--- src/ltb_pkg.sv ---
package ltb_pkg;
	// Register byte offsets
	localparam logic [7:0] ltb_ctrl_off = 8'h00;
	localparam logic [7:0] ltb_pat_off = 8'h04;
	localparam logic [7:0] ltb_width_off = 8'h08;
	localparam logic [7:0] ltb_w_up_off = 8'h0c;
	localparam logic [7:0] ltb_w_lo_off = 8'h10;
	localparam logic [7:0] ltb_n_up_off = 8'h14;
	localparam logic [7:0] ltb_n_lo_off = 8'h18;
	localparam logic [7:0] ltb_value_off = 8'h1c;
	localparam logic [7:0] ltb_status_off = 8'h20;
	localparam logic [7:0] ltb_cmd_off = 8'h24;
	// Control fields
	localparam int ltb_ctl_wide_en = 0;
	localparam int ltb_ctl_narrow_en = 1;
	localparam int ltb_ctl_math_en = 2;
	localparam int ltb_ctl_arm_lsb = 3;
	localparam int ltb_ctl_l4_lsb = 5;
	localparam int ltb_ctl_auto_clr = 7;
	localparam int ltb_ctl_init_clr = 8;
	localparam logic [31:0] ltb_ctrl_rst = 32'h0000_0100;
	// Pattern register nibbles
	localparam int ltb_pat_w_up = 0;
	localparam int ltb_pat_w_lo = 4;
	localparam int ltb_pat_n_up = 8;
	localparam int ltb_pat_n_lo = 12;
	localparam int ltb_pat_pass = 16;
	localparam int ltb_pat_clear = 20;
	localparam logic [31:0] ltb_pat_rst = 32'h0000_ffff;
	// Command bits
	localparam int ltb_cmd_start = 0;
	localparam int ltb_cmd_clear = 1;
	localparam int ltb_cmd_init = 2;
	// Timing
	localparam int ltb_clk_mhz = 250;
	localparam int ltb_step_us = 10;
	localparam int ltb_step_cyc = ltb_step_us * ltb_clk_mhz;
	localparam int ltb_skew_us = 10;
	localparam int ltb_extra_us = 20;
	localparam int ltb_width_max = 6000000;
	typedef enum logic [1:0] {
		ltb_arm_immediate = 2'h0,
		ltb_arm_low = 2'h1,
		ltb_arm_high = 2'h2
	} ltb_arm_e;
	typedef enum logic [1:0] {
		ltb_l4_busy = 2'h0,
		ltb_l4_busy_inv = 2'h1,
		ltb_l4_strobe = 2'h2
	} ltb_l4_e;
	typedef enum logic [2:0] {
		ltb_idle = 3'h0,
		ltb_test = 3'h1,
		ltb_settle = 3'h3,
		ltb_pulse = 3'h2,
		ltb_tail = 3'h6,
		ltb_hold = 3'h7
	} ltb_state_e;
endpackage

--- src/ltb_top.sv ---
`timescale 1ns/1ps
`default_nettype none
// Overview of operation
// - Wide band first; fail skips narrow test
// - Narrow test after wide pass; both pass
// - Disabled limit test is skipped entirely
// - Math result compared when math active
// - Five patterns, exactly one per part
// - Four result lines, one start input
// - Low arm event starts on falling edge
// - High arm event starts on rising edge
// - Immediate arm starts on command, needs enable
// - Category register: code, then line 4 strobe
// - Busy mode: line 4 high during test
// - Inverted busy: line 4 low during test
// - Register handler uses finish strobe mode
// - Strobe polarity from clear pattern line 4
// - Auto-clear restores clear pattern after width
// - Busy modes force line 4 clear level
// - Width 0 to 60 s, 10 us steps
// - Lines 1-3 hold 10 us past line 4
// - Line 4 strobe 10 us after code
// - Pattern bit n drives line n+1
// - Initiate returns outputs to clear pattern
module ltb_top #(
	parameter int value_width = 32,
	parameter int step_cycles = ltb_pkg::ltb_step_cyc
) (
	// Clock and reset
	input wire logic clock,
	input wire logic arst_n,
	// APB slave
	input wire logic psel,
	input wire logic penable,
	input wire logic pwrite,
	input wire logic [7:0] paddr,
	input wire logic [31:0] pwdata,
	output logic [31:0] prdata,
	output logic pready,
	output logic pslverr,
	// Measurement in
	input wire logic [value_width-1:0] raw_value,
	input wire logic [value_width-1:0] math_value,
	input wire logic value_valid,
	// Handler port
	input wire logic start_of_test_line,
	output logic [3:0] handler_out
);
	logic rst_meta, rst_sync_n;
	always_ff @(posedge clock or negedge arst_n) begin
		if (!arst_n) begin
			rst_meta <= 1'b0;
			rst_sync_n <= 1'b0;
		end else begin
			rst_meta <= 1'b1;
			rst_sync_n <= rst_meta;
		end
	end

	// Start line synchroniser and edge detect
	// Resets high: a low-active idle line gives no edge
	logic sot_meta, sot_sync, sot_prev;
	always_ff @(posedge clock or negedge rst_sync_n) begin
		if (!rst_sync_n) begin
			sot_meta <= 1'b1;
			sot_sync <= 1'b1;
			sot_prev <= 1'b1;
		end else begin
			sot_meta <= start_of_test_line;
			sot_sync <= sot_meta;
			sot_prev <= sot_sync;
		end
	end

	logic [31:0] ctrl, pats, width, w_up, w_lo, n_up, n_lo;
	logic [31:0] last_value;
	logic [3:0] result_code;
	logic wide_fail, narrow_fail, busy_flag;
	ltb_pkg::ltb_state_e state, next_state;

	wire ltb_pkg::ltb_arm_e arm_mode =
		ltb_pkg::ltb_arm_e'(ctrl[ltb_pkg::ltb_ctl_arm_lsb +: 2]);
	wire ltb_pkg::ltb_l4_e l4_mode =
		ltb_pkg::ltb_l4_e'(ctrl[ltb_pkg::ltb_ctl_l4_lsb +: 2]);
	wire wide_en = ctrl[ltb_pkg::ltb_ctl_wide_en];
	wire narrow_en = ctrl[ltb_pkg::ltb_ctl_narrow_en];
	wire auto_clr = ctrl[ltb_pkg::ltb_ctl_auto_clr];
	wire init_clr = ctrl[ltb_pkg::ltb_ctl_init_clr];
	wire [3:0] clear_pat = pats[ltb_pkg::ltb_pat_clear +: 4];

	// APB decode; zero wait states
	wire wr = psel && penable && pwrite;
	wire cmd_wr = wr && paddr == ltb_pkg::ltb_cmd_off;
	wire cmd_start = cmd_wr && pwdata[ltb_pkg::ltb_cmd_start];
	wire cmd_clear = cmd_wr && pwdata[ltb_pkg::ltb_cmd_clear];
	wire cmd_init = cmd_wr && pwdata[ltb_pkg::ltb_cmd_init];
	wire mapped = paddr[1:0] == 2'h0 && paddr <= ltb_pkg::ltb_cmd_off;

	// Arm events
	wire any_en = wide_en || narrow_en;
	wire sot_fall = sot_prev && !sot_sync;
	wire sot_rise = !sot_prev && sot_sync;
	logic arm_hit;
	always_comb begin
		case (arm_mode)
			ltb_pkg::ltb_arm_low: arm_hit = sot_fall;
			ltb_pkg::ltb_arm_high: arm_hit = sot_rise;
			ltb_pkg::ltb_arm_immediate: arm_hit = cmd_start;
			default: arm_hit = 1'b0;
		endcase
	end
	// Arm events outside idle are dropped, not queued
	wire start_go = state == ltb_pkg::ltb_idle && arm_hit && any_en;

	// Limit comparison, signed, inclusive band
	function automatic logic [1:0] band_check(
		input logic [value_width-1:0] v,
		input logic [value_width-1:0] up,
		input logic [value_width-1:0] lo
	);
		band_check = {$signed(v) < $signed(lo),
			$signed(v) > $signed(up)};
	endfunction

	wire [value_width-1:0] test_value =
		ctrl[ltb_pkg::ltb_ctl_math_en] ? math_value : raw_value;
	wire [1:0] wide_res = band_check(test_value,
		w_up[value_width-1:0], w_lo[value_width-1:0]);
	wire [1:0] narrow_res = band_check(test_value,
		n_up[value_width-1:0], n_lo[value_width-1:0]);
	wire wide_bad = wide_en && wide_res != 2'h0;
	wire narrow_bad = narrow_en && narrow_res != 2'h0;

	// One of five patterns per part
	logic [3:0] next_code;
	always_comb begin
		if (wide_bad) begin
			next_code = wide_res[0] ? pats[ltb_pkg::ltb_pat_w_up +: 4]
				: pats[ltb_pkg::ltb_pat_w_lo +: 4];
		end else if (narrow_bad) begin
			next_code = narrow_res[0] ? pats[ltb_pkg::ltb_pat_n_up +: 4]
				: pats[ltb_pkg::ltb_pat_n_lo +: 4];
		end else begin
			next_code = pats[ltb_pkg::ltb_pat_pass +: 4];
		end
	end

	// 10 us tick divider, restarted with each result phase
	logic [$clog2(step_cycles+1)-1:0] div_cnt;
	logic [22:0] step_cnt;
	wire tick = div_cnt == ($bits(div_cnt))'(step_cycles - 1);
	wire [22:0] pulse_steps = width[22:0] > 23'(ltb_pkg::ltb_width_max)
		? 23'(ltb_pkg::ltb_width_max) : width[22:0];
	localparam logic [22:0] skew_steps =
		23'(ltb_pkg::ltb_skew_us / ltb_pkg::ltb_step_us);
	localparam logic [22:0] tail_steps = 23'((ltb_pkg::ltb_extra_us
		- ltb_pkg::ltb_skew_us) / ltb_pkg::ltb_step_us);
	wire step_done = tick && step_cnt == 23'h0;

	always_comb begin
		next_state = state;
		case (state)
			ltb_pkg::ltb_idle: if (start_go) next_state = ltb_pkg::ltb_test;
			ltb_pkg::ltb_test: if (value_valid) next_state = ltb_pkg::ltb_settle;
			ltb_pkg::ltb_settle: begin
				if (step_done) begin
					next_state = pulse_steps == 23'h0 ? ltb_pkg::ltb_tail
						: ltb_pkg::ltb_pulse;
				end
			end
			ltb_pkg::ltb_pulse: if (step_done) next_state = ltb_pkg::ltb_tail;
			ltb_pkg::ltb_tail: begin
				if (step_done) begin
					next_state = auto_clr ? ltb_pkg::ltb_idle
						: ltb_pkg::ltb_hold;
				end
			end
			// Clear only counts once the result is held
			ltb_pkg::ltb_hold: if (cmd_clear) next_state = ltb_pkg::ltb_idle;
			default: next_state = ltb_pkg::ltb_idle;
		endcase
		// Initiate with clear enabled drops any result
		if (cmd_init && init_clr) begin
			next_state = ltb_pkg::ltb_idle;
		end
	end

	wire phase_change = state != next_state;

	always_ff @(posedge clock or negedge rst_sync_n) begin
		if (!rst_sync_n) begin
			div_cnt <= '0;
			step_cnt <= 23'h0;
		end else if (phase_change) begin
			div_cnt <= '0;
			case (next_state)
				ltb_pkg::ltb_settle: step_cnt <= skew_steps - 23'h1;
				ltb_pkg::ltb_pulse: step_cnt <= pulse_steps - 23'h1;
				default: step_cnt <= tail_steps - 23'h1;
			endcase
		end else if (tick) begin
			div_cnt <= '0;
			step_cnt <= step_cnt - 23'h1;
		end else begin
			div_cnt <= div_cnt + 1'b1;
		end
	end

	always_ff @(posedge clock or negedge rst_sync_n) begin
		if (!rst_sync_n) begin
			state <= ltb_pkg::ltb_idle;
			result_code <= 4'h0;
			wide_fail <= 1'b0;
			narrow_fail <= 1'b0;
			last_value <= 32'h0;
		end else begin
			state <= next_state;
			if (state == ltb_pkg::ltb_test && value_valid) begin
				result_code <= next_code;
				wide_fail <= wide_bad;
				narrow_fail <= !wide_bad && narrow_bad;
				last_value <= 32'(test_value);
			end
		end
	end

	// Output drive; line n is bit n-1
	wire showing = state == ltb_pkg::ltb_settle
		|| state == ltb_pkg::ltb_pulse || state == ltb_pkg::ltb_tail
		|| state == ltb_pkg::ltb_hold;
	wire testing = state == ltb_pkg::ltb_test;
	logic [3:0] next_out;
	logic line4_clear, line4_result;
	always_comb begin
		case (l4_mode)
			ltb_pkg::ltb_l4_busy: line4_clear = 1'b0;
			ltb_pkg::ltb_l4_busy_inv: line4_clear = 1'b1;
			default: line4_clear = clear_pat[3];
		endcase
		if (l4_mode == ltb_pkg::ltb_l4_strobe) begin
			// Strobe level opposite to rest; code bit 3 ignored
			// Rests again from tail on, so the handler latches once
			line4_result = state == ltb_pkg::ltb_pulse
				? !clear_pat[3] : clear_pat[3];
		end else if (testing) begin
			line4_result = !line4_clear;
		end else begin
			line4_result = showing ? result_code[3] : line4_clear;
		end
		if (showing) begin
			next_out = {line4_result, result_code[2:0]};
		end else begin
			next_out = {line4_result, clear_pat[2:0]};
		end
	end

	// All lines low in reset; clear pattern a cycle later
	always_ff @(posedge clock or negedge rst_sync_n) begin
		if (!rst_sync_n) begin
			handler_out <= 4'h0;
		end else begin
			handler_out <= next_out;
		end
	end

	always_ff @(posedge clock or negedge rst_sync_n) begin
		if (!rst_sync_n) begin
			busy_flag <= 1'b0;
		end else begin
			busy_flag <= state != ltb_pkg::ltb_idle;
		end
	end

	// Register writes; unused upper bits of control, pattern and width stored as zero
	always_ff @(posedge clock or negedge rst_sync_n) begin
		if (!rst_sync_n) begin
			ctrl <= ltb_pkg::ltb_ctrl_rst;
			pats <= ltb_pkg::ltb_pat_rst;
			width <= 32'h0;
			w_up <= 32'h0;
			w_lo <= 32'h0;
			n_up <= 32'h0;
			n_lo <= 32'h0;
		end else if (wr) begin
			case (paddr)
				ltb_pkg::ltb_ctrl_off: ctrl <= {23'h0, pwdata[8:0]};
				ltb_pkg::ltb_pat_off: pats <= {8'h0, pwdata[23:0]};
				ltb_pkg::ltb_width_off: width <= {9'h0, pwdata[22:0]};
				ltb_pkg::ltb_w_up_off: w_up <= pwdata;
				ltb_pkg::ltb_w_lo_off: w_lo <= pwdata;
				ltb_pkg::ltb_n_up_off: n_up <= pwdata;
				ltb_pkg::ltb_n_lo_off: n_lo <= pwdata;
				default: ;
			endcase
		end
	end

	// Initiate flag for status; the clear is done by the state machine
	logic init_pending;
	always_ff @(posedge clock or negedge rst_sync_n) begin
		if (!rst_sync_n) begin
			init_pending <= 1'b0;
		end else begin
			init_pending <= cmd_init && init_clr;
		end
	end

	// Status bits for software polling
	wire [31:0] status_word = {26'h0, init_pending, narrow_fail,
		wide_fail, showing, testing, busy_flag};
	logic [31:0] next_rdata;
	always_comb begin
		case (paddr)
			ltb_pkg::ltb_ctrl_off: next_rdata = ctrl;
			ltb_pkg::ltb_pat_off: next_rdata = pats;
			ltb_pkg::ltb_width_off: next_rdata = width;
			ltb_pkg::ltb_w_up_off: next_rdata = w_up;
			ltb_pkg::ltb_w_lo_off: next_rdata = w_lo;
			ltb_pkg::ltb_n_up_off: next_rdata = n_up;
			ltb_pkg::ltb_n_lo_off: next_rdata = n_lo;
			ltb_pkg::ltb_value_off: next_rdata = last_value;
			ltb_pkg::ltb_status_off: next_rdata = status_word;
			default: next_rdata = 32'h0;
		endcase
	end

	// Registered answer; pready rises in the first access cycle
	always_ff @(posedge clock or negedge rst_sync_n) begin
		if (!rst_sync_n) begin
			prdata <= 32'h0;
			pready <= 1'b0;
			pslverr <= 1'b0;
		end else begin
			pready <= psel && !penable;
			pslverr <= psel && !penable && !mapped;
			prdata <= psel && !penable ? next_rdata : 32'h0;
		end
	end
endmodule
`default_nettype wire

--- config.mk ---
export PLATFORM = sky130hd
export DESIGN_NAME = ltb_top
export DESIGN_NICKNAME = d
export VERILOG_FILES = /design/src/ltb_pkg.sv /design/src/ltb_top.sv
export SDC_FILE = /design/constraint.sdc
export NUM_CORES = 1
export LEC_CHECK = 0
export BUFFER_PORTS_ARGS = -buffer_cell sky130_fd_sc_hd__buf_4
export CAP_MARGIN = 20
export CORE_ASPECT_RATIO = 0.8
export CORE_UTILIZATION = 45
export DETAILED_ROUTE_END_ITERATION = 16
export PLACE_DENSITY = 0.69
export SYNTH_ARGS = -nofsm -noshare
export SYNTH_HDL_FRONTEND = slang
export SYNTH_SLANG_ARGS = --single-unit
--- constraint.sdc ---
create_clock -name clock -period 11.9 [get_ports clock]
set_clock_uncertainty 0.15 [all_clocks]
set_input_delay 2.38 -clock clock [delete_from_list [all_inputs] [get_ports clock]]
set_output_delay 2.38 -clock clock [all_outputs]
set_load 0.03 [all_outputs]
### Word level (Yosys, flattened, before mapping)

Cells that the tools add are included.

| storage, ports and cells | value |
|---|---|
| register bits | 305 |
| memories | 0 |
| memory bits (read-only) | 0 |
| output and inout bits | 38 |
| logic and storage cells | 133 |
| bits of input ports | 111 |
| bits in latches | 0 |
| bits in writable memories | 0 |

| cells by class | value |
|---|---|
| $mul | 0 |
| bitwise gates (word level) | 0 |
| add/subtract/negate cells | 3 |
| shift-type cells | 0 |
| magnitude comparators | 6 |
| equal/unequal tests | 21 |
| reduce and logical (&&, ||, !) cells | 48 |
| divide/modulo/power cells | 0 |
| mux-type cells | 30 |

Operator list:

| cell | count |
|---|---|
| case mux 32 bit (9 select lines) | 1 |
| two-way mux 23 bit | 4 |
| greater-than comparator 32 bit | 2 |
| less-than comparator 32 bit | 2 |
| two-way mux 32 bit | 2 |
| logical NOT 23 bit | 2 |
| subtractor 23 x 1 -> 23 bit, second input constant | 2 |
| == test 8 x 5 -> 1 bit, second input constant | 4 |
| two-way mux 3 bit | 10 |
| two-way mux 12 bit | 2 |
| greater-than comparator 23 bit, second input constant | 1 |
| logical AND 1 bit | 19 |
| case mux 3 bit (6 select lines) | 1 |
| == test 8 x 4 -> 1 bit, second input constant | 2 |
| == test 8 x 6 -> 1 bit, second input constant | 2 |
| two-way mux 4 bit | 4 |
| AND reduction 2 bit | 7 |
| adder 12 x 1 -> 12 bit, second input constant | 1 |
| == test 12 bit, second input constant | 1 |
| == test 3 x 2 -> 1 bit, second input constant | 3 |
| == test 8 x 3 -> 1 bit, second input constant | 1 |
| <= comparator 8 x 6 -> 1 bit, second input constant | 1 |
| logical NOT 8 bit | 1 |
| logical NOT 1 bit | 7 |
| other kinds (13) | 26 |

### Longest topological paths before layout

| depth | value |
|---|---|
| depth in word-level cells | 13 |
| gate-level depth with buffers | 15 |
| depth with buffers taken out | 12 |

### Worst setup path after synthesis

No wires, ideal clock.

| path | value |
|---|---|
| path kind | input to register |
| start point | input paddr[1] |
| end point | register div_cnt[10] |
| library setup time | 71 ps |
| setup slack | 6874 ps |
| stages on the path | 10 |
| data required time | 11679 ps |
| arrival | 4805 ps |
| cells stage by stage | or4b_2 > nor4_1 > a21oi_1 > a31o_2 > a211oi_1 > o211ai_2 > buf_6 > nand2b_2 > buf_6 > nor2_1 |

| on the way | value |
|---|---|
| longest elaborated chain between the ends | 11 |

RTL lines:

| item | RTL line | text |
|---|---|---|
| from (decl) | ltb_top.sv:36 | `input wire logic [7:0] paddr,` |
| == test 8 x 6 -> 1 bit * | ltb_top.sv:93 | `wire cmd_wr = wr && paddr == ltb_pkg::ltb_cmd_off;` |
| logical AND 1 bit * | ltb_top.sv:93 |  |
| logical AND 1 bit | ltb_top.sv:94 | `wire cmd_start = cmd_wr && pwdata[ltb_pkg::ltb_cmd_start];` |
| case mux 1 bit (3 select lines) | ltb_top.sv:105 | `case (arm_mode)` |
| logical AND 1 bit (2 in a row) | ltb_top.sv:113 | `wire start_go = state == ltb_pkg::ltb_idle && arm_hit && any_en;` |
| two-way mux 3 bit | ltb_top.sv:163 | `ltb_pkg::ltb_idle: if (start_go) next_state = ltb_pkg::ltb_test;` |
| case mux 3 bit (6 select lines) | ltb_top.sv:162 | `case (state)` |
| two-way mux 3 bit * | ltb_top.sv:183 | `if (cmd_init && init_clr) begin` |
| inequality test 3 bit * | ltb_top.sv:188 | `wire phase_change = state != next_state;` |
| two-way mux 12 bit * | ltb_top.sv:194 | `end else if (phase_change) begin` |
| to (signal assigned) | ltb_top.sv:205 | `div_cnt <= div_cnt + 1'b1;` |
| to (decl) | ltb_top.sv:149 | `logic [$clog2(step_cycles+1)-1:0] div_cnt;` |

Every way passes the cells marked *; elsewhere a longest branch is shown, timed or not.
A chain may end at the register's enable or synchronous reset.

### Worst setup path in the final report

| path | value |
|---|---|
| start point | input math_value[28] |
| end point | register result_code[1] |

| on the way | value |
|---|---|
| longest elaborated chain between the ends | 6 |

RTL lines:

| item | RTL line | text |
|---|---|---|
| from (decl) | ltb_top.sv:43 | `input wire logic [value_width-1:0] math_value,` |
| two-way mux 32 bit * | ltb_top.sv:126 | `ctrl[ltb_pkg::ltb_ctl_math_en] ? math_value : raw_value;` |
| net test_value[28] | ltb_top.sv:125 | `wire [value_width-1:0] test_value =` |
| greater-than comparator 32 bit / less-than comparator 32 bit (equally long branches) | ltb_top.sv:122, ltb_top.sv:121 |  |
| nonzero test 2 bit | ltb_top.sv:132 | `wire narrow_bad = narrow_en && narrow_res != 2'h0;` |
| logical AND 1 bit | ltb_top.sv:132 |  |
| two-way mux 4 bit | ltb_top.sv:140 | `end else if (narrow_bad) begin` |
| two-way mux 4 bit * | ltb_top.sv:137 | `if (wide_bad) begin` |
| to (signal assigned) | ltb_top.sv:219 | `result_code <= next_code;` |
| to (decl) | ltb_top.sv:77 | `logic [3:0] result_code;` |

The timed path passes the listed nets; every way through them passes the cells marked *.

==> summary.md <==
| Metric | Value |
|---|---|
| Crit path DAT | 6.13 ns |
| Crit end category | register |
| PwrDens | 142 nW/um^2 |
| CTS Buf Count | 34 |
| Final worst path period share | 0.494 |
| Post-CTS Setup Inserts | 0 |
| Unique cell type count in the Yosys netlist | 67 |
| Pleak | 8.90 nW |
| Routed len/inst | 23.6 um |
| Hpwl dp | 37200 um |
| Final ANT Viol Nets | 0 |
| Multi-input combinational cell area | 8990 sq um |
| Most frequent cells in the layout | 283 x dfrtp_1, 251 x mux2_2, 163 x buf_4 |
| CP delay by family, top | simple AND/OR/NAND/NOR gates |
| Worst Hold Class | reg2reg |
| Slew Viols, Final | 0 |
| Total GRT Usage | 0.269 |
| Ant diodes | 0 |
| Measured slew at the worst slew-check pin | 1.21 ns |
| Core Footprint | 38200 sq um |
| Hold Violations, Final | 0 |
| Fraction of registers with async set/reset | 1.00 |
| WP data required | 12.15 ns |
| CTS Sinks | 305 |
| Rows | 64 |
| I/O Pins | 149 |
| Die Wd | 222 um |
| IO Port Bufs | 148 |
| Worst-path fanout max | 5 |
| DRT Pass-1 Iters | 9 |
| Placed insts | 2204 |
| Switching portion of total power | 0.290 |
| EDFF count, synth | 0 |
| Part of the power in the clock network | 0.373 |
| Final setup vio count | 0 |
| Top FF cell, synth | dfrtp_1 |
| Post-Synthesis Cell Area | 17500 sq um |
| First-pass GRT wire length | 81900 um |
| Combinational Power Share | 0.182 |
| Vias in the first global route | 13656 |
| Die area | 39600 sq um |
| WL final | 53500 um |
| Worst skew pair latency | 0.53 ns |
| Most common cell after layout, fill and taps aside | dfrtp_1 |
| Layout Area Growth over Synthesis | 15.9% |
| Switching power | 0.000836 W |
| Worst path cell trace | buf_4, mux2_2, ha_1, nand4_1, nor4_1, nand3_1, o311ai_0, o31ai_1, nor2_1, o21a_1, nor3_1 |
| Outcome | completed |
| Nets | 1988 |
| Largest net degree at the start of global routing | 156 |
| Gpl congestion | 0.928 |
| FILL cells | 3294 |
| Post-synth net total | 1855 |
| Seq cells post-synth | 305 |
| Chip height | 178 um |
| Maxcap violations | 0 |
| Register clock-pin slew on the reported worst setup and hold paths | 0.06 ns |
| Final TNS setup | 0 ns |
| Vias | 14056 |
| Yosys warning total | 0 |
| FF/Latch Area | 7660 sq um |
| Grt total ovfl | 0 |
| # DRC | 0 |
| Root Driver | clkbuf_16 |
| WS Path Type | in2reg |
| Mapped Cells | 1614 |
| VDD IR-drop max | 0.0933 mV |
| CP Launch Type | input pin |
| Cts repair resizes | 0 |
| Vias per cell | 6.21 |
| Slew HR | 0.189 |
| Pre-CTS setup slack | 5.70 ns |
| Detailed Route Iter0 Violations | 1778 |
| CP max stage delay | 1.07 ns |
| Antenna violations before repair | 0 |
| Seq pwr share | 0.445 |
| Highest clock rate | 170 MHz |
| Initial core utilization | 0.457 |
| RSZ-0062 raised after global routing | false |
| Post-synthesis sequential area ratio | 0.438 |
| Ratio of cells with drive above 1 in the final layout | 0.296 |
| Worst Slack Setup Final | 6.02 ns |
| TritonCTS clock tree | done |
| Post-Syn Area per Cell | 10.8 sq um |
| H-tree depth | 2 |
| Tmin final | 5.88 ns |
| Final std cells w/o fill | 2265 |
| Worst Path Buf+Inv | 1 |
| Power Internal | 0.00204 W |
| Hold-fix buffers at CTS | 0 |
| Worst path slowest cell | nor4_1 |
| Clock Tree Buf Depth | 3 |
-- stage by stage --
step                utilization  hold WS [ns]  instance area [sq um]  power [W]
floorplan                     -         0.181                  17500    0.00165
global placement          0.499         0.182                  19000    0.00179
detailed placement        0.499         0.186                  19100    0.00181
CTS                       0.529         0.198                  20200    0.00289
global route              0.530         0.212                  20200    0.00300
finish                    0.530         0.194                  20200    0.00288
-- cell type report --
cell class                 count  share of cell area
multi-input combinational   1097               0.444
timing repair buffer         167              0.0655
inverter                     142              0.0263
clock inverter                11             0.00704
clock buffer                  48              0.0481
tap                          495              0.0306
sequential                   305               0.378
-- path summary, 6_finish.rpt --
kind                                 from        endpoint  slack [ns]  cells after the start
hold reg to reg                  rst_meta      rst_sync_n        0.19                      0
setup / recovery           math_value[28]  result_code[1]        6.02                     11
setup reg to reg                  ctrl[2]  result_code[1]        6.81                     10
min in group asynchronous      rst_sync_n      div_cnt[5]        0.31                      0
hold / removal                   rst_meta      rst_sync_n        0.19                      0
max in group asynchronous      rst_sync_n         pats[1]        9.42                      3
-- registers in the layout, summed over array words and instances (netlist names), 9 cells and up --
name        flops
step_cnt       23
pats           24
w_lo           32
prdata         32
width          23
div_cnt        12
n_up           32
n_lo           32
last_value     32
ctrl            9
w_up           32
-- cell usage after synthesis (20+ instances only) --
library cell | count | area (sq um)
dfstp_2 | 20 | 526
a22oi_1 | 64 | 480
nand3_1 | 28 | 140
nand2_1 | 68 | 255
mux2_2 | 251 | 2830
dfrtp_1 | 285 | 7130
o21ai_0 | 46 | 230
inv_1 | 142 | 533
nor4_1 | 24 | 150
clkbuf_1 | 44 | 165
a31oi_1 | 33 | 206
xor2_1 | 25 | 219
nor2_1 | 85 | 319
a222oi_1 | 23 | 230
ha_1 | 130 | 1630
xnor2_1 | 24 | 210
nand4_1 | 34 | 213
a21oi_1 | 48 | 240
-- cells by family after synthesis --
logic type,Yosys count,share of synthesized area
AOI/OAI and AO/OA,331,0.134
xor gates and xnor gates,49,0.0246
adders and majority gates,130,0.0931
buffers and inverters,212,0.0476
DFF,305,0.438
muxes,252,0.162
other,1,0.000215
and+or+nand+nor,334,0.0999
-- metal layers --
layer  global-route usage  vias to the layer above  wire length (um)
met4               0.0700                        0              1280
met3               0.0433                       87              4590
met2                0.418                      678             23500
li1                     -                     6244                 -
met1                0.391                     7047             24100
met5                    0                        -                 0
-- power by group through the flow --
stage / combinational, W / sequential (W) / clock, W
finish: 0.000525 / 0.00128 / 0.00107
global route: 0.000579 / 0.00130 / 0.00113
CTS: 0.000522 / 0.00128 / 0.00109
detailed placement: 0.000517 / 0.00129 / 0
global placement: 0.000503 / 0.00129 / 0
floorplan: 0.000370 / 0.00128 / 0
No activity file was read; power rests on OpenSTA's default activity.
